==> src/rtl/supervisor_pkg.sv <==
/*
 * constants shared by the supervisor reset/watchdog logic: timing figures in their own
 * units, cycle counts derived from the reference clock, and state encodings.
 * assumes a single 100 MHz reference clock.
 */
package supervisor_pkg;

    localparam int unsigned CLK_PERIOD_PS      = 10_000;
    // reference cycles per microsecond; periods scale by this so no product leaves 32 bits
    localparam int unsigned CYCLES_PER_US      = 1_000_000 / CLK_PERIOD_PS;
    // hold period after the last reset cause goes away, in microseconds
    localparam int unsigned HOLD_PERIOD_US     = 200_000;
    localparam int unsigned HOLD_CYCLES        = HOLD_PERIOD_US * CYCLES_PER_US;
    // watchdog timeout, in microseconds
    localparam int unsigned WDOG_PERIOD_US     = 1_600_000;
    localparam int unsigned WDOG_CYCLES        = WDOG_PERIOD_US * CYCLES_PER_US;
    // self-service pulse: high for the final eighth, low for the first seven eighths
    localparam int unsigned SELF_LOW_NUM       = 7;
    localparam int unsigned SELF_DEN           = 8;
    // self-service period, in microseconds
    localparam int unsigned SELF_PERIOD_US     = 1_400_000;
    localparam int unsigned SELF_CYCLES        = SELF_PERIOD_US * CYCLES_PER_US;
    // shortest kick pulse that must register, in picoseconds
    localparam int unsigned KICK_MIN_PS        = 50_000;
    localparam int unsigned KICK_MIN_CYCLES    = KICK_MIN_PS / CLK_PERIOD_PS;
    // manual input must stay high this long before it counts as released (debounce)
    localparam int unsigned DEBOUNCE_US        = 10_000;
    localparam int unsigned DEBOUNCE_CYCLES    = DEBOUNCE_US * CYCLES_PER_US;
    // supply low must persist this long before it counts (glitch filter at zero overdrive)
    localparam int unsigned GLITCH_NS          = 100;
    localparam int unsigned GLITCH_CYCLES      = (GLITCH_NS * 1_000) / CLK_PERIOD_PS;

    localparam int unsigned CNT_W              = 32;
    localparam logic        RESET_ASSERTED_N   = 1'b0;

    typedef enum logic [1:0] {
        ST_ASSERT,
        ST_HOLD,
        ST_RUN
    } rst_state_t;

endpackage : supervisor_pkg

==> src/rtl/kick_edge_detect.sv <==
/*
 * edge detector for the watchdog kick: picks the external kick or the self-service
 * waveform and flags any rising or falling edge for one cycle.
 * assumes the kick source is synchronous to ref_clk.
 */
`timescale 1ns/100ps
module kick_edge_detect
(
    // clock and reset
    input  wire logic ref_clk,
    input  wire logic arst_n,
    // kick sources
    input  wire logic kick_ext,
    input  wire logic kick_self,
    input  wire logic kick_floating,
    // result
    output logic      toggle_pulse
);

    logic kick_sel;
    logic kick_reg;

    assign kick_sel = kick_floating ? kick_self : kick_ext;

    always_ff @(posedge ref_clk or negedge arst_n)
    begin
        if (!arst_n)
            kick_reg <= 1'b0;
        else
            kick_reg <= kick_sel;
    end

    // both edge directions count; any level held one cycle (10 ns) is caught
    always_ff @(posedge ref_clk or negedge arst_n)
    begin
        if (!arst_n)
            toggle_pulse <= 1'b0;
        else
            toggle_pulse <= kick_sel ^ kick_reg;
    end

endmodule : kick_edge_detect

==> src/rtl/supervisor_reset_watchdog.sv <==
/*
 * supervisor: combines supply-low, manual reset and watchdog timeout into a stretched
 * reset output pair, plus a watchdog with internal self-service when the kick floats.
 * assumes supply_low_in comes from an external comparator, synchronous to ref_clk,
 * and that kick_floating_in reflects an undriven kick pin.
 */
`timescale 1ns/100ps

// How it works
// - reset held while supply low, then held one hold period after recovery
// - supply falling low during operation asserts reset at once if deep, after GLITCH_CYCLES if not
// - every reset lasts at least a full hold period
// - each supply-low that gets past the glitch filter restarts the hold timer from zero
// - active-high reset output is always the exact inverse of active-low
// - low manual reset input asserts reset
// - reset held while manual input low, then one debounce spell plus one hold period after
// - manual input debounced so switch chatter gives one clean reset
// - kick not toggled within watchdog timeout asserts reset
// - watchdog timer cleared on reset and on any kick toggle
// - kick pulses as short as 50 ns are taken as toggles
// - watchdog stays cleared during reset, counts right after release
// - floating kick input effectively disables the watchdog
// - self-service drives kick low first 7/8, high last 1/8
// - self-service clears the watchdog every 1.4 s, never expiring
// - short supply-low glitches ignored, tolerance shrinking with depth
// - watchdog-caused reset held for the full hold period
// - both rising and falling kick edges count as toggles
module supervisor_reset_watchdog
#(
    parameter int unsigned HOLD_CYCLES     = supervisor_pkg::HOLD_CYCLES,
    parameter int unsigned WDOG_CYCLES     = supervisor_pkg::WDOG_CYCLES,
    parameter int unsigned SELF_CYCLES     = supervisor_pkg::SELF_CYCLES,
    parameter int unsigned DEBOUNCE_CYCLES = supervisor_pkg::DEBOUNCE_CYCLES,
    parameter int unsigned GLITCH_CYCLES   = supervisor_pkg::GLITCH_CYCLES
)
(
    // clock and reset
    input  wire logic ref_clk,
    input  wire logic arst_n,
    // supply monitor
    input  wire logic supply_low_in,
    input  wire logic supply_deep_in,
    // manual reset
    input  wire logic manual_reset_n_in,
    // watchdog kick
    input  wire logic watchdog_kick_in,
    input  wire logic kick_floating_in,
    // self-service drive onto the kick pin
    output logic      kick_self_out,
    output logic      kick_self_oe,
    // reset outputs
    output logic      reset_n_out,
    output logic      reset_out
);

    // last value of each counter, one below its period since counting starts at zero; SELF_HIGH is the self-service high threshold
    localparam logic [31:0] HOLD_LAST   = 32'(HOLD_CYCLES - 1);
    localparam logic [31:0] WDOG_LAST   = 32'(WDOG_CYCLES - 1);
    localparam logic [31:0] SELF_LAST   = 32'(SELF_CYCLES - 1);
    localparam logic [31:0] SELF_HIGH   =
        32'((SELF_CYCLES * supervisor_pkg::SELF_LOW_NUM) / supervisor_pkg::SELF_DEN);
    localparam logic [31:0] DEB_LAST    = 32'(DEBOUNCE_CYCLES - 1);
    localparam logic [31:0] GLITCH_LAST = 32'(GLITCH_CYCLES - 1);

    supervisor_pkg::rst_state_t state_reg;

    logic [31:0] glitch_cnt_reg;
    logic        supply_bad_reg;
    logic [31:0] deb_cnt_reg;
    logic        manual_bad_reg;
    logic [31:0] wdog_cnt_reg;
    logic        wdog_trip_reg;
    logic [31:0] self_cnt_reg;
    logic [31:0] hold_cnt_reg;
    logic        toggle_pulse;
    logic        cause_active;
    logic        in_reset;

    ////////////////////////////////////////////////////////////////////////////////
    // counter helpers, shared by every timer below

    // the end test uses >= so a counter that somehow overshoots still stops
    function automatic logic count_done
    (
        input logic [31:0] count,
        input logic [31:0] last
    );
        return (count >= last);
    endfunction : count_done

    // wraps at 32 bits; every limit in use sits far below that
    function automatic logic [31:0] count_up
    (
        input logic [31:0] count
    );
        return count + 32'h0000_0001;
    endfunction : count_up

    ////////////////////////////////////////////////////////////////////////////////
    // supply glitch filter

    // a low must persist GLITCH_CYCLES to count; a deep dip counts at once, so
    // the tolerated glitch width shrinks as overdrive grows
    always_ff @(posedge ref_clk or negedge arst_n)
    begin
        if (!arst_n)
        begin
            glitch_cnt_reg <= 32'h0000_0000;
            supply_bad_reg <= 1'b1;
        end
        else if (!supply_low_in)
        begin
            glitch_cnt_reg <= 32'h0000_0000;
            supply_bad_reg <= 1'b0;
        end
        // the count parks at its limit while the low persists
        else if (supply_deep_in || count_done(glitch_cnt_reg, GLITCH_LAST))
        begin
            supply_bad_reg <= 1'b1;
        end
        else
        begin
            glitch_cnt_reg <= count_up(glitch_cnt_reg);
        end
    end

    ////////////////////////////////////////////////////////////////////////////////
    // manual reset debounce

    // assert on the first low, release only after a quiet high spell; chatter
    // restarts the spell so one press yields one reset; a low shorter than one
    // clock period may slip between two samples and go unseen
    always_ff @(posedge ref_clk or negedge arst_n)
    begin
        if (!arst_n)
        begin
            deb_cnt_reg    <= 32'h0000_0000;
            manual_bad_reg <= 1'b0;
        end
        else if (!manual_reset_n_in)
        begin
            deb_cnt_reg    <= 32'h0000_0000;
            manual_bad_reg <= 1'b1;
        end
        else if (manual_bad_reg)
        begin
            if (count_done(deb_cnt_reg, DEB_LAST))
            begin
                manual_bad_reg <= 1'b0;
                deb_cnt_reg    <= 32'h0000_0000;
            end
            else
            begin
                deb_cnt_reg <= count_up(deb_cnt_reg);
            end
        end
    end

    ////////////////////////////////////////////////////////////////////////////////
    // self-service waveform: low for seven eighths, high for the last eighth
    // the counter runs whether or not the pin floats, so a release of the pin
    // picks up mid-period; both edges still come well inside one watchdog period

    always_ff @(posedge ref_clk or negedge arst_n)
    begin
        if (!arst_n)
            self_cnt_reg <= 32'h0000_0000;
        else if (count_done(self_cnt_reg, SELF_LAST))
            self_cnt_reg <= 32'h0000_0000;
        else
            self_cnt_reg <= count_up(self_cnt_reg);
    end

    always_ff @(posedge ref_clk or negedge arst_n)
    begin
        if (!arst_n)
        begin
            kick_self_out <= 1'b0;
            kick_self_oe  <= 1'b0;
        end
        else
        begin
            kick_self_out <= count_done(self_cnt_reg, SELF_HIGH);
            kick_self_oe  <= kick_floating_in;
        end
    end

    // a floating pin is never looked at: the detector follows the self-service
    // waveform instead, so pin noise cannot fake a kick
    kick_edge_detect i_kick_edge_detect
    (
        .ref_clk      (ref_clk),
        .arst_n       (arst_n),
        .kick_ext     (watchdog_kick_in),
        .kick_self    (kick_self_out),
        .kick_floating(kick_floating_in),
        .toggle_pulse (toggle_pulse)
    );

    ////////////////////////////////////////////////////////////////////////////////
    // watchdog timer

    assign in_reset = (state_reg != supervisor_pkg::ST_RUN);

    // the trip flag is consumed by the reset state machine on the next edge;
    // the counter is held clear while reset is out, so it cannot retrip early
    always_ff @(posedge ref_clk or negedge arst_n)
    begin
        if (!arst_n)
        begin
            wdog_cnt_reg  <= 32'h0000_0000;
            wdog_trip_reg <= 1'b0;
        end
        else if (in_reset || toggle_pulse)
        begin
            wdog_cnt_reg  <= 32'h0000_0000;
            wdog_trip_reg <= 1'b0;
        end
        // trips after a full period of counted cycles with no toggle
        else if (count_done(wdog_cnt_reg, WDOG_LAST))
        begin
            wdog_cnt_reg  <= 32'h0000_0000;
            wdog_trip_reg <= 1'b1;
        end
        else
        begin
            wdog_cnt_reg  <= count_up(wdog_cnt_reg);
            wdog_trip_reg <= 1'b0;
        end
    end

    ////////////////////////////////////////////////////////////////////////////////
    // reset sequencer

    // one pass through the assert state after the last cause lets every cause
    // share a single hold count, at the cost of one extra cycle of reset
    assign cause_active = supply_bad_reg || manual_bad_reg;

    always_ff @(posedge ref_clk or negedge arst_n)
    begin
        if (!arst_n)
        begin
            state_reg    <= supervisor_pkg::ST_ASSERT;
            hold_cnt_reg <= 32'h0000_0000;
        end
        else if (cause_active)
        begin
            state_reg    <= supervisor_pkg::ST_ASSERT;
            hold_cnt_reg <= 32'h0000_0000;
        end
        else
        begin
            unique case (state_reg)
                supervisor_pkg::ST_ASSERT:
                begin
                    state_reg    <= supervisor_pkg::ST_HOLD;
                    hold_cnt_reg <= 32'h0000_0000;
                end
                supervisor_pkg::ST_HOLD:
                begin
                    if (count_done(hold_cnt_reg, HOLD_LAST))
                        state_reg <= supervisor_pkg::ST_RUN;
                    else
                        hold_cnt_reg <= count_up(hold_cnt_reg);
                end
                supervisor_pkg::ST_RUN:
                begin
                    if (wdog_trip_reg)
                    begin
                        state_reg    <= supervisor_pkg::ST_HOLD;
                        hold_cnt_reg <= 32'h0000_0000;
                    end
                end
                // the unused fourth code falls back to asserting reset
                default:
                begin
                    state_reg    <= supervisor_pkg::ST_ASSERT;
                    hold_cnt_reg <= 32'h0000_0000;
                end
            endcase
        end
    end

    // both outputs from flops updated on the same edge, so they never disagree;
    // the cause term asserts reset one cycle sooner than waiting for the state
    always_ff @(posedge ref_clk or negedge arst_n)
    begin
        if (!arst_n)
        begin
            reset_n_out <= supervisor_pkg::RESET_ASSERTED_N;
            reset_out   <= ~supervisor_pkg::RESET_ASSERTED_N;
        end
        else
        begin
            reset_n_out <= !(in_reset || cause_active);
            reset_out   <= (in_reset || cause_active);
        end
    end

endmodule : supervisor_reset_watchdog

==> config.mk <==
export PLATFORM = sky130hd
export DESIGN_NAME = supervisor_reset_watchdog
export DESIGN_NICKNAME = d
export VERILOG_FILES = /design/src/rtl/supervisor_pkg.sv /design/src/rtl/kick_edge_detect.sv /design/src/rtl/supervisor_reset_watchdog.sv
export SDC_FILE = /design/constraint.sdc
export NUM_CORES = 1
export LEC_CHECK = 0
export BUFFER_PORTS_ARGS = -buffer_cell sky130_fd_sc_hd__buf_2
export CAP_MARGIN = 15
export CORE_AREA = 3 3 111 113
export CTS_CLUSTER_SIZE = 16
export DETAILED_ROUTE_END_ITERATION = 7
export DIE_AREA = 0 0 114 116
export GPL_TIMING_DRIVEN = 0
export HOLD_SLACK_MARGIN = 0.15
export PLACE_DENSITY = 0.95
export SYNTH_ARGS = -nofsm -noshare
export SYNTH_HDL_FRONTEND = slang
export SYNTH_SLANG_ARGS = --single-unit
==> constraint.sdc <==
create_clock -name ref_clk -period 7.3 [get_ports ref_clk]
set_clock_uncertainty 0.05 [all_clocks]
set_input_delay 0.365 -clock ref_clk [delete_from_list [all_inputs] [get_ports ref_clk]]
set_output_delay 0.365 -clock ref_clk [all_outputs]
set_load 0.02 [all_outputs]
## Word-level counts from Yosys, hierarchy flattened

Index checks and enable logic that the tools add are counted.

| word-level totals | value |
|---|---|
| word-level logic and storage cells | 68 |
| output and inout port bits | 4 |
| input bits | 7 |
| register bits after elaboration | 171 |

| operators by class | value |
|---|---|
| multiplexer cells | 24 |
| reduce and logical (&&, ||, !) cells | 8 |
| equality and inequality tests | 9 |
| bitwise logic cells | 1 |
| order comparisons | 6 |
| add/sub/neg operators | 5 |

Operators with widths:

| operator | number |
|---|---|
| $mux 32 | 11 |
| $add 32x1->32 const B | 5 |
| $ge 32x28->1 const B | 2 |
| $pmux 32 s2 | 1 |
| $ge 32x20->1 const B | 1 |
| $ge 32x25->1 const B | 1 |
| $ge 32x27->1 const B | 1 |
| $ge 32x4->1 const B | 1 |
| $ne 3x3->1 const B | 3 |
| $mux 1 | 8 |
| $mux 2 | 3 |
| $pmux 2 s3 | 1 |
| $logic_or 1x1->1 | 4 |
| $ne 2x1->1 const B | 2 |
| $ne 2x2->1 const B | 2 |
| $reduce_and 2->1 | 2 |
| $eq 2x1->1 const B | 1 |
| $eq 2x2->1 const B | 1 |
| $logic_not 2->1 | 1 |
| $logic_not 1->1 | 1 |
| $xor 1x1->1 | 1 |

## Longest topological paths before layout

Gate-level depths: netlist of the first run.

| depth | value |
|---|---|
| word-level depth | 4 |
| mapped depth | 8 |
| depth with buffers taken out | 8 |

## Modules after synthesis

A second synthesis of the first run with hierarchy kept.

| second synthesis, totals | value |
|---|---|
| cell total of the unflattened synthesis | 815 |
| area total of the unflattened synthesis | 8202.9 sq um |

Modules (own cells, without submodules):

| module | area each (sq um) | instances | cells an instance | seq. area each (sq um) |
|---|---|---|---|---|
| supervisor_reset_watchdog | 8129.0 | 1 | 811 | 4231.6 |
| kick_edge_detect | 73.8 | 1 | 4 | 50.0 |

## Worst setup path after synthesis of the first run

Ideal clock, no wire load.

| path | value |
|---|---|
| kind | reg2reg |
| from | register hold_cnt_reg[19] |
| to | register hold_cnt_reg[21] |
| path buffers | 0 |
| path slack | 4815 ps |
| arrival | 2357 ps |
| required time | 7172 ps |
| stages on the path, launching flop included | 7 |
| setup time | 78 ps |
| clock period less this slack | 2485 ps |
| cell sequence | dfrtp_1 -> o311a_1 -> o31a_1 -> or2_4 -> or4_4 -> or4_1 -> a21oi_1 |

| on the way | value |
|---|---|
| word-level cells in the longest chain between the ends | 4 |
| elaborated cells between the ends (all ways) | 7 |
| classes of those cells | 1 x add/sub; 1 x order compare; 1 x eq/ne; 3 x mux; 1 x reduce/logical |

Ends and longest elaborated chain:

| element | RTL line | text |
|---|---|---|
| start, declared | supervisor_reset_watchdog.sv:74 | `logic [31:0] hold_cnt_reg;` |
| start signal, assigned | supervisor_reset_watchdog.sv:264 | `hold_cnt_reg <= count_up(hold_cnt_reg);` |
| $add 32x1->32 | supervisor_reset_watchdog.sv:96 | `return count + 32'h0000_0001;` |
| $mux 32 | supervisor_reset_watchdog.sv:261 | `if (count_done(hold_cnt_reg, HOLD_LAST))` |
| $pmux 32 s2 | supervisor_reset_watchdog.sv:253 | `unique case (state_reg)` |
| $mux 32 | supervisor_reset_watchdog.sv:246 | `else if (cause_active)` |

Parallel ways exist; a longest one is shown, timed or not. The select of a mux whose other input is x is not followed.
A chain may end at the register's enable or synchronous reset.

## Worst setup path in the final report of the first run

| path | value |
|---|---|
| from | register wdog_cnt_reg[0] |
| to | register wdog_cnt_reg[19] |

| on the way | value |
|---|---|
| word-level cells in the longest chain between the ends | 3 |
| elaborated cells between the ends (all ways) | 4 |
| classes of those cells | 1 x add/sub; 1 x order compare; 2 x mux |

Ends and longest elaborated chain:

| element | RTL line | text |
|---|---|---|
| start, declared | supervisor_reset_watchdog.sv:71 | `logic [31:0] wdog_cnt_reg;` |
| start signal, assigned | supervisor_reset_watchdog.sv:227 | `wdog_cnt_reg <= count_up(wdog_cnt_reg);` |
| $add 32x1->32 / $ge 32x28->1 (equally long branches) | supervisor_reset_watchdog.sv:96, supervisor_reset_watchdog.sv:88 |  |
| $mux 32 * | supervisor_reset_watchdog.sv:220 | `else if (count_done(wdog_cnt_reg, WDOG_LAST))` |
| $mux 32 * | supervisor_reset_watchdog.sv:214 | `else if (in_reset \|\| toggle_pulse)` |

Every way passes the cells marked *; elsewhere a longest branch is shown, timed or not.

==> results.ini, run 1 <==
[run_status]
run_status = finished clean

[clock_network]
cts.sinks = 171
cts_tree = yes
clk_latency_ps = 440
clk_path_buf_depth = 2
numCtsBuffers = 17
cts_root_buf = clkbuf_16
post_cts_buffers = 0
path_clk_slew_ps = 70
h-tree-depth = 4

[global_routing]
grt_max_degree = 106
grt_pass1_vias = 6160
grt_util_all_layers_pct = 28.7
antenna_found_initial = 0
grt_pass1_wl_um = 30000
overflow = 0

[floorplan]
ios = 11
die-area_um2 = 13200
start_util_pct = 68.1
rows = 39
die_x_um = 114
fp.dieH_um = 116
core_area_um2 = 11400

[sta]
final-hold-violation-count = 0
setup_ws_ps = 4270
worstMarginPinSlew_ps = 889
holdWs_ps = 436
relSlewSlack_pct = 40.2
slew_viol_final = 0
fmax_ghz = 0.330
rsz0062_at_grt = no
min_period_ps = 3030
finalSetupTns_ps = 0
fin_crit_sh_pct = 41.5
finalSetupViolCount = 0

[cells_and_area]
instances_no_fill = 963
nNetsFinal = 822
fin_area_um2 = 8730
drive_above_1_share_pct = 6.95
multiInputGateArea_um2 = 3360
final_util_pct = 76.4
fill_cells = 677
syn2layout_area_growth_pct = 12.3
diodes = 0
regArea_um2 = 4280

[detailed_routing]
firstDrtPassIters = 8
detail-route-antenna-nets = 0
drc = 0
wire_per_inst_um = 18.1
wl_um = 17500
vias_per_cell = 6.39
num_vias = 6155
drt_iter0_drc = 745

[worst_setup_path]
criticalPathCategory = register to register
cp.required_ps = 7560
startpoint_type = register
crit_path_end_kind = register
reg2reg_slack_ps = 4270
critPathArrivalTime_ps = 3290
crit_path_max_fanout = 10

[hold_path]
min_path_type = register to register

[pwr]
fin_total_pwr_mw = 1.95
p_per_area_nw_per_um2 = 223
peakVddDrop_mv = 0.232
power_leakage_nw = 3.80

[placed_design]
dp.cells = 926
preCtsSetupSlack_ps = 4380
numPortBuffers = 10
place_area_um2 = 8060
dp_hpwl_um = 10800
gp_congestion = 0.876

[logic_synthesis]
yosys.area_share.simple_pct = 25.9
ys_ff_latch = 171
yosys.area.top_type = dfrtp_1
async_reset_ff_share_pct = 100
synth.top_cell.area_share_pct = 54.4
synth_top_family_by_area = simple AND/OR/NAND/NOR gates
yosys_warnings = 0
synth-edff-count = 0
avgSynthCellArea_um2 = 10.2
synth_common_cells = 169 x dfrtp_1, 100 x nor2_1, 53 x and2_1
synth_ff_type = dfrtp_1
synthTopCellsByArea = dfrtp_1 54%, nor2_1 4.8%, and2_1 4.3%, xor2_1 3.7%, xnor2_1 3.4%
synth_most_common_cell = dfrtp_1
synth_cell_types = 57
synthAdderAreaFrac_pct = 1.29
syn-instance-count = 765
synth_mux_area_share_pct = 0.402
synthXorXnorAreaFrac_pct = 7.10
synth_compound_area_share_pct = 8.24
synth_area_um2 = 7770
seq_area_frac_synth_pct = 55.1

[job]
cap_violations = 0

==> report_power, final <==
group | internal [mW] | leakage, nW | switching, mW
Combinational | 0.0139 | 1.16 | 0.0357
Clock | 0.548 | 0.301 | 0.389
Sequential | 0.955 | 2.34 | 0.00511
==> cell families (layout without fill, tap and decap cells) <==
| group | Yosys count | after routing |
|---|---|---|
| AO/OA/AOI/OAI | 92 | 92 |
| XOR/XNOR | 63 | 63 |
| adder cells (fa/ha/maj) | 8 | 8 |
| buffers and inverters | 41 | 89 |
| flip-flops | 171 | 171 |
| multiplexers | 3 | 3 |
| other | 1 | 8 |
| AND/OR/NAND/NOR | 386 | 386 |
==> final timing paths <==
path / start / to / cells past startpoint
hold reg to reg: hold_cnt_reg[25] / hold_cnt_reg[25] / 1
min in group asynchronous: arst_n / hold_cnt_reg[17] / 2
max in group asynchronous: arst_n / deb_cnt_reg[31] / 3
hold / removal: hold_cnt_reg[25] / hold_cnt_reg[25] / 1
setup reg to reg: wdog_cnt_reg[0] / wdog_cnt_reg[19] / 8
setup / recovery: wdog_cnt_reg[0] / wdog_cnt_reg[19] / 8
==> cell usage in the layout (no fill, tap or decap), types with 5 or more instances in the layout <==
cell           instances
xor2_1                33
nand2_1               49
buf_2                 10
inv_1                 22
nand3_1               41
nor2b_1                5
and2_1                53
ha_1                   8
and3_1                13
or4_1                  7
conb_1                 8
nor4_1                27
dfrtp_1              169
a21oi_1               16
o21ai_0               21
o211ai_1               6
nor2_1               100
dlygate4sd3_1          5
nand4_1               28
nor3_1                28
a21o_1                 9
and4_1                10
clkbuf_16             17
o31ai_1                5
clkbuf_1              18
xnor2_1               30
or3_1                 10
==> what timing repair did <==
item	in CTS	in global routing
endpoints found under the hold margin	69	0
resized for setup	0	0
hold buffers	5	0
==> area by class of cell <==
| class | count | share of cell area (%) |
|---|---|---|
| Tap cell | 143 | 2.05 |
| Multi-Input combinational cell | 560 | 38.5 |
| Clock buffer | 22 | 5.55 |
| Timing Repair Buffer | 16 | 1.53 |
| Inverter | 22 | 0.946 |
| Sequential cell | 171 | 49.1 |
| Clock inverter | 10 | 1.49 |
| Buffer | 19 | 0.831 |
==> layer usage <==
| layer | up-vias | share of wire, % | GRT usage, % |
|---|---|---|---|
| met5 | - | 0 | 0 |
| met4 | 0 | 2.7 | 12.5 |
| met3 | 54 | 5.5 | 6.58 |
| met2 | 272 | 51 | 47.3 |
| met1 | 3050 | 41 | 36.9 |
| li1 | 2779 | - | - |
==> critical path, stage by stage, from the launching register on <==
cell	delay [ps]
dfrtp_1	420
ha_1	270
inv_1	80
nor3_1	600
a2111oi_0	270
o311a_1	440
nand2_1	250
clkbuf_1	410
nor2_1	110
No activity file was read; power rests on OpenSTA's default activity.
==> run 2: changes to the inputs <==
- ABC_AREA: unset -> 1
- CORE_AREA: 3 3 111 113 -> 3 3 124 126
- DIE_AREA: 0 0 114 116 -> 0 0 127 129
- PLACE_DENSITY: 0.95 -> 0.92
- clock period: 7.3 -> 3.2 ns (I/O delays scaled with it)
==> results.ini, run 2 <==
[run_status]
run_status = finished clean

[cells_and_area]
fill_cells = 1090  ; +61%
final_util_pct = 70.0  ; -6.5 points
syn2layout_area_growth_pct = 10.1
drive_above_1_share_pct = 7.17  ; +0.22 points
nNetsFinal = 1271  ; +55%
final_common_cell = nand2_1
instances_no_fill = 1453  ; +51%
fin_area_um2 = 10100  ; +16%
diodes = 0  ; unchanged
final_cell_mix = 299 x nand2_1, 207 x nor2_1, 169 x dfrtp_1

[logic_synthesis]
synth.top_cell.area_share_pct = 46.1  ; -8.3 points
synth_most_common_cell = nand2_1
yosys.area.top_type = dfrtp_1
avgSynthCellArea_um2 = 7.54  ; -26%
synth_area_um2 = 9170  ; +18%
seq_area_frac_synth_pct = 46.7  ; -8.4 points
synth_common_cells = 299 x nand2_1, 207 x nor2_1, 169 x dfrtp_1
synth-edff-count = 0  ; unchanged
ys_ff_latch = 171  ; unchanged
yosys_warnings = 0  ; unchanged
synthTopCellsByArea = dfrtp_1 46%, nand2_1 12%, nor2_1 8.5%, inv_1 6.5%, nand3_1 6.2%
synth_cell_types = 45  ; -21%
async_reset_ff_share_pct = 100  ; unchanged
synth_ff_type = dfrtp_1
syn-instance-count = 1216  ; +59%

[pwr]
p_per_area_nw_per_um2 = 418  ; +88%
peakVddDrop_mv = 0.419  ; +80%
fin_total_pwr_mw = 4.22  ; +120%
power_leakage_nw = 4.71  ; +24%

[clock_network]
h-tree-depth = 4  ; unchanged
clk_latency_ps = 430  ; about the same
cts_tree = yes
path_clk_slew_ps = 70  ; about the same
numCtsBuffers = 17  ; unchanged
cts_root_buf = clkbuf_16
clk_path_buf_depth = 2  ; unchanged
cts.sinks = 171  ; unchanged
ctsResizeCount = 0  ; unchanged

[global_routing]
antenna_found_initial = 0  ; unchanged
grt_pass1_vias = 7634  ; +24%
grt_max_degree = 117  ; +10%
grt_pass1_wl_um = 34200  ; +14%
grt_util_all_layers_pct = 25.6  ; -3.1 points
overflow = 0  ; unchanged

[hold_path]
min_path_type = input port to async pin

[sta]
final-hold-violation-count = 0  ; unchanged
fin_crit_sh_pct = 67.1  ; +26 points
holdWs_ps = 181  ; -255 ps
slew_viol_final = 0  ; unchanged
finalSetupViolCount = 0  ; unchanged
fmax_ghz = 0.465  ; +41%
min_period_ps = 2150  ; -879 ps
relSlewSlack_pct = 63.1  ; +23 points
worstMarginPinSlew_ps = 553  ; -335 ps
rsz0062_at_grt = no

[detailed_routing]
drt_iter0_drc = 746  ; +0.13%
vias_per_cell = 5.46  ; -15%
wl_um = 19900  ; +14%
drc = 0  ; unchanged
wire_per_inst_um = 13.7  ; -25%
firstDrtPassIters = 5  ; -3
detail-route-antenna-nets = 0  ; unchanged
num_vias = 7936  ; +29%

[floorplan]
die_x_um = 127  ; +11%
core_area_um2 = 14400  ; +26%
ios = 11  ; unchanged
start_util_pct = 63.6  ; -4.5 points
die-area_um2 = 16400  ; +24%
rows = 44  ; +13%
fp.dieH_um = 129  ; +11%

[worst_setup_path]
crit_chain = ha_1 > nand2_1 > nor2_1 > nand2_1 > nand2_1 > nand3_1 > nand3b_1 > nand2_1 > nand2_4 > buf_6 > nor2_1
critPathArrivalTime_ps = 2410  ; -880 ps
crit_path_max_fanout = 10  ; unchanged
worst-path-buf-inv = 1  ; -1
path_common_cell = nand2_1
cp.required_ps = 3460  ; -4100 ps
crit_path_end_kind = register
startpoint_type = register
crit_family = simple AND/OR/NAND/NOR gates
cp_slowest_stage_delay_ps = 410  ; -190 ps
slowest_stage = dfrtp_1
criticalPathCategory = register to register

[placed_design]
numPortBuffers = 8  ; -2
place_area_um2 = 9500  ; +18%
gp_congestion = 0.917  ; +4.7%
dp_hpwl_um = 13700  ; +26%
dp.cells = 1416  ; +53%

[job]
cap_violations = 0  ; unchanged

run 2: cell types whose count changed after synthesis, sizes merged, moves of 18 or more:
| cell | before | now |
|---|---|---|
| nor2 | 100 | 219 |
| nand3 | 41 | 115 |
| nand2 | 49 | 308 |
| and2 | 53 | 1 |
| nor4 | 27 | 9 |
| inv | 22 | 162 |
run 2: where the power goes:
| part | switching [mW] | internal (mW) | total, mW |
|---|---|---|---|
| Sequential | 0.0113 | 2.18 | 2.19 |
| Combinational | 0.0799 | 0.0287 | 0.109 |
| Clock | 0.816 | 1.11 | 1.92 |
| Total | 0.907 | 3.31 | 4.22 |
run 2: area by class of cell:
| cell class | count | area [um2] | area share [%] |
|---|---|---|---|
| inverter | 163 | 614 | 6.09 |
| sequential | 171 | 4280 | 42.4 |
| tap | 184 | 230 | 2.28 |
| buffer | 32 | 196 | 1.95 |
| timing repair buffer | 14 | 128 | 1.26 |
| multi-input combinational | 857 | 4100 | 40.6 |
| clock buffer | 24 | 472 | 4.67 |
| clock inverter | 8 | 71.3 | 0.706 |
run 2: metrics by stage:
stage	setup TNS (ps)	worst slack, ps
floorplan	0	1440
global placement	-107080	-649
detailed placement	0	1120
CTS	0	1090
global route	0	874
finish	0	1050
run 2: repair_timing:
action / 4_1_cts / 5_1_grt
buffers inserted: 0 / 0
hold buffers: 5 / 0
endpoints found under the hold margin: 186 / 0
run 2: layer usage:
metal	up-vias	part of all wire, %	global-route usage (%)
met5	-	0	0
met4	0	1.9	9.21
met3	48	5.3	5.44
met2	245	49	43.2
met1	3754	44	32.9
li1	3889	-	-
run 2: final timing paths:
| kind | start | end | slack, ps | cells past startpoint |
|---|---|---|---|---|
| worst min register to register | i_kick_edge_detect.kick_reg | i_kick_edge_detect.toggle_pulse | 400 | 1 |
| worst max-delay path | self_cnt_reg[0] | self_cnt_reg[18] | 1050 | 11 |
| min in group ref_clk | supply_deep_in | glitch_cnt_reg[0] | 250 | 6 |
| worst max register to register | self_cnt_reg[0] | self_cnt_reg[18] | 1050 | 11 |
| max in group asynchronous | arst_n | glitch_cnt_reg[19] | 2050 | 3 |
| worst min-delay path | arst_n | hold_cnt_reg[13] | 180 | 2 |
run 2: cells by family after synthesis:
kind of cell | Yosys count | share of synthesized area [%]
AND/OR/NAND/NOR | 731 | 34.6
buffers and inverters | 195 | 8.84
flip-flops | 171 | 46.7
XOR/XNOR | 56 | 5.35
AO/OA/AOI/OAI | 53 | 3.23
adder cells (fa/ha/maj) | 8 | 1.09
other | 1 | 0.0409
multiplexers | 1 | 0.123
==> run 3: changes to the inputs <==
- CORE_AREA: 3 3 124 126 -> 3 3 131 133
- DIE_AREA: 0 0 127 129 -> 0 0 134 136
- PLACE_DENSITY: 0.92 -> 0.87
- clock period: 3.2 -> 1.74 ns (I/O delays scaled with it)
==> results.ini, run 3 (same netlist as run 2, synthesis figures left out) <==
[run_status]
run_status = finished, violations left
violations = setup timing

[worst_setup_path]
reg2reg_slack_ps = -190  ; -1250 ps
startpoint_type = register
criticalPathCategory = register to register
cp_slowest_stage_delay_ps = 440  ; +30 ps
cp.required_ps = 2020  ; -1440 ps
crit_path_max_fanout = 7  ; -3
r2r_cells = 12  ; +1
reg2reg_to = hold_cnt_reg[6]
path_common_cell = nand2_2
crit_path_end_kind = register
timing.rr.start = hold_cnt_reg[4]
critPathArrivalTime_ps = 2210  ; -200 ps
slowest_stage = dfrtp_1
crit_chain = nand2_1 > nor2_1 > nand2_2 > inv_2 > nand3_2 > nand2_2 > nand2_4 > nand3_4 > nand2_8 > clkbuf_16 > nand2_2 > nand2_1

[floorplan]
start_util_pct = 57.5  ; -6.1 points
die_x_um = 134  ; +5.5%
ios = 11  ; unchanged
die-area_um2 = 18200  ; +11%
fp.dieH_um = 136  ; +5.4%
core_area_um2 = 15900  ; +11%
rows = 46  ; +4.5%

[detailed_routing]
wl_um = 25600  ; +29%
drc = 0  ; unchanged
wire_per_inst_um = 16.5  ; +21%
num_vias = 8704  ; +9.7%
drt_iter0_drc = 939  ; +26%
firstDrtPassIters = 6  ; +1
vias_per_cell = 5.62  ; +2.9%
detail-route-antenna-nets = 0  ; unchanged

[placed_design]
place_area_um2 = 9540  ; +0.45%
gp_congestion = 0.963  ; +5.0%
dp.cells = 1448  ; +2.3%
preCtsSetupSlack_ps = -318  ; -1440 ps
dp_hpwl_um = 13300  ; -2.5%
numPortBuffers = 8  ; unchanged

[clock_network]
numCtsBuffers = 17  ; unchanged
clk_path_buf_depth = 2  ; unchanged
cts_root_buf = clkbuf_16
h-tree-depth = 4  ; unchanged
cts.sinks = 171  ; unchanged
path_clk_slew_ps = 70  ; about the same
cts_tree = yes
clk_latency_ps = 440  ; about the same

[sta]
relSlewSlack_pct = 61.9  ; -1.2 points
slew_viol_final = 0  ; unchanged
rsz0062_at_grt = yes
setup_ws_ps = -194  ; -1250 ps
finalSetupViolCount = 71  ; +71
min_period_ps = 1930  ; -215 ps
fin_crit_sh_pct = 111  ; +44 points
final-hold-violation-count = 0  ; unchanged
worstMarginPinSlew_ps = 572  ; +18.2 ps
fmax_ghz = 0.517  ; +11%

[pwr]
p_per_area_nw_per_um2 = 705  ; +69%
fin_total_pwr_mw = 8.20  ; +94%
peakVddDrop_mv = 0.828  ; +98%
power_leakage_nw = 5.26  ; +12%

[cells_and_area]
final_util_pct = 72.9  ; +3.0 points
fill_cells = 1052  ; -3.5%
fin_area_um2 = 11600  ; +15%
diodes = 0  ; unchanged
syn2layout_area_growth_pct = 26.9
nNetsFinal = 1335  ; +5.0%
instances_no_fill = 1549  ; +6.6%
final_cell_mix = 256 x nand2_1, 162 x dfrtp_1, 152 x inv_1
drive_above_1_share_pct = 23.4  ; +16 points
final_common_cell = nand2_1

[global_routing]
antenna_found_initial = 0  ; unchanged
grt_pass1_vias = 7871  ; +3.1%
grt_max_degree = 102  ; -13%
grt_pass1_wl_um = 36200  ; +6.0%
overflow = 0  ; unchanged
grt_util_all_layers_pct = 24.5  ; -1.1 points

[hold_path]
min_path_type = input port to async pin

[job]
cap_violations = 0  ; unchanged

-- run 3: cell types whose count changed in the layout (fill, tap and decap cells not counted), sizes merged --
cell	change
clkbuf	-7
dlygate4sd3	+1
bufinv	+1
buf	+63
clkinvlp	+1
inv	+8
clkinv	-3
-- run 3: where the power goes --
group | switching (mW) | internal, mW | total, mW
combinational | 0.170 | 0.0801 | 0.251
clock | 1.75 | 2.17 | 3.92
sequential | 0.0218 | 4.00 | 4.02
total | 1.95 | 6.25 | 8.20
-- run 3: cell type report --
type | instances | area (um2) | share of cell area [%]
sequential | 171 | 4290 | 36.9
clock inverter | 15 | 176 | 1.52
inverter | 163 | 617 | 5.30
clock buffer | 17 | 425 | 3.66
multi-input combinational | 857 | 4810 | 41.3
buffer | 28 | 238 | 2.04
tap | 216 | 270 | 2.32
timing repair buffer | 82 | 807 | 6.94
-- run 3: per-stage QoR --
| step | TNS [ps] | hold WS [ps] |
|---|---|---|
| 6_report | -6670 | 167 |
| 5_1_grt | -11260 | 218 |
| 4_1_cts | -673 | 186 |
| 3_5_place_dp | -21360 | 47.7 |
| 3_3_place_gp | -371930 | 205 |
| 2_1_floorplan | 0 | -259 |
-- run 3: worst max-delay path: cells and delay by family, from the launching register on --
family	cells	cell delay (ps)
buf+inv	2	260
flops	1	440
simple gates	10	1060
-- run 3: worst max-delay path by stage --
stage	to	slack [ps]	startpoint
3_3_place_gp	self_cnt_reg[6]	-2080	arst_n
3_5_place_dp	hold_cnt_reg[23]	-320	hold_cnt_reg[0]
6_report	hold_cnt_reg[6]	-190	hold_cnt_reg[4]
4_1_cts	self_cnt_reg[5]	-40	self_cnt_reg[1]
5_1_grt	hold_cnt_reg[11]	-250	state_reg[1]
2_1_floorplan	hold_cnt_reg[23]	8	hold_cnt_reg[0]
-- run 3: timing repair --
action / CTS / global route
setup endpoints to repair: 107 / 120
cloned: 2 / 6
endpoints found under the hold margin: 189 / 0
gates resized for setup: 47 / 195
pin swaps: 9 / 47
hold buffers: 6 / 0
setup buffers: 31 / 31
-- run 3: metal layers --
metal | wire length (um) | GRT usage (%) | vias to the layer above
met5 | 0 | 0 | -
met4 | 1290 | 11.6 | 0
met3 | 1710 | 4.85 | 146
met2 | 12600 | 41.3 | 417
met1 | 9920 | 30.5 | 4117
li1 | - | - | 4024
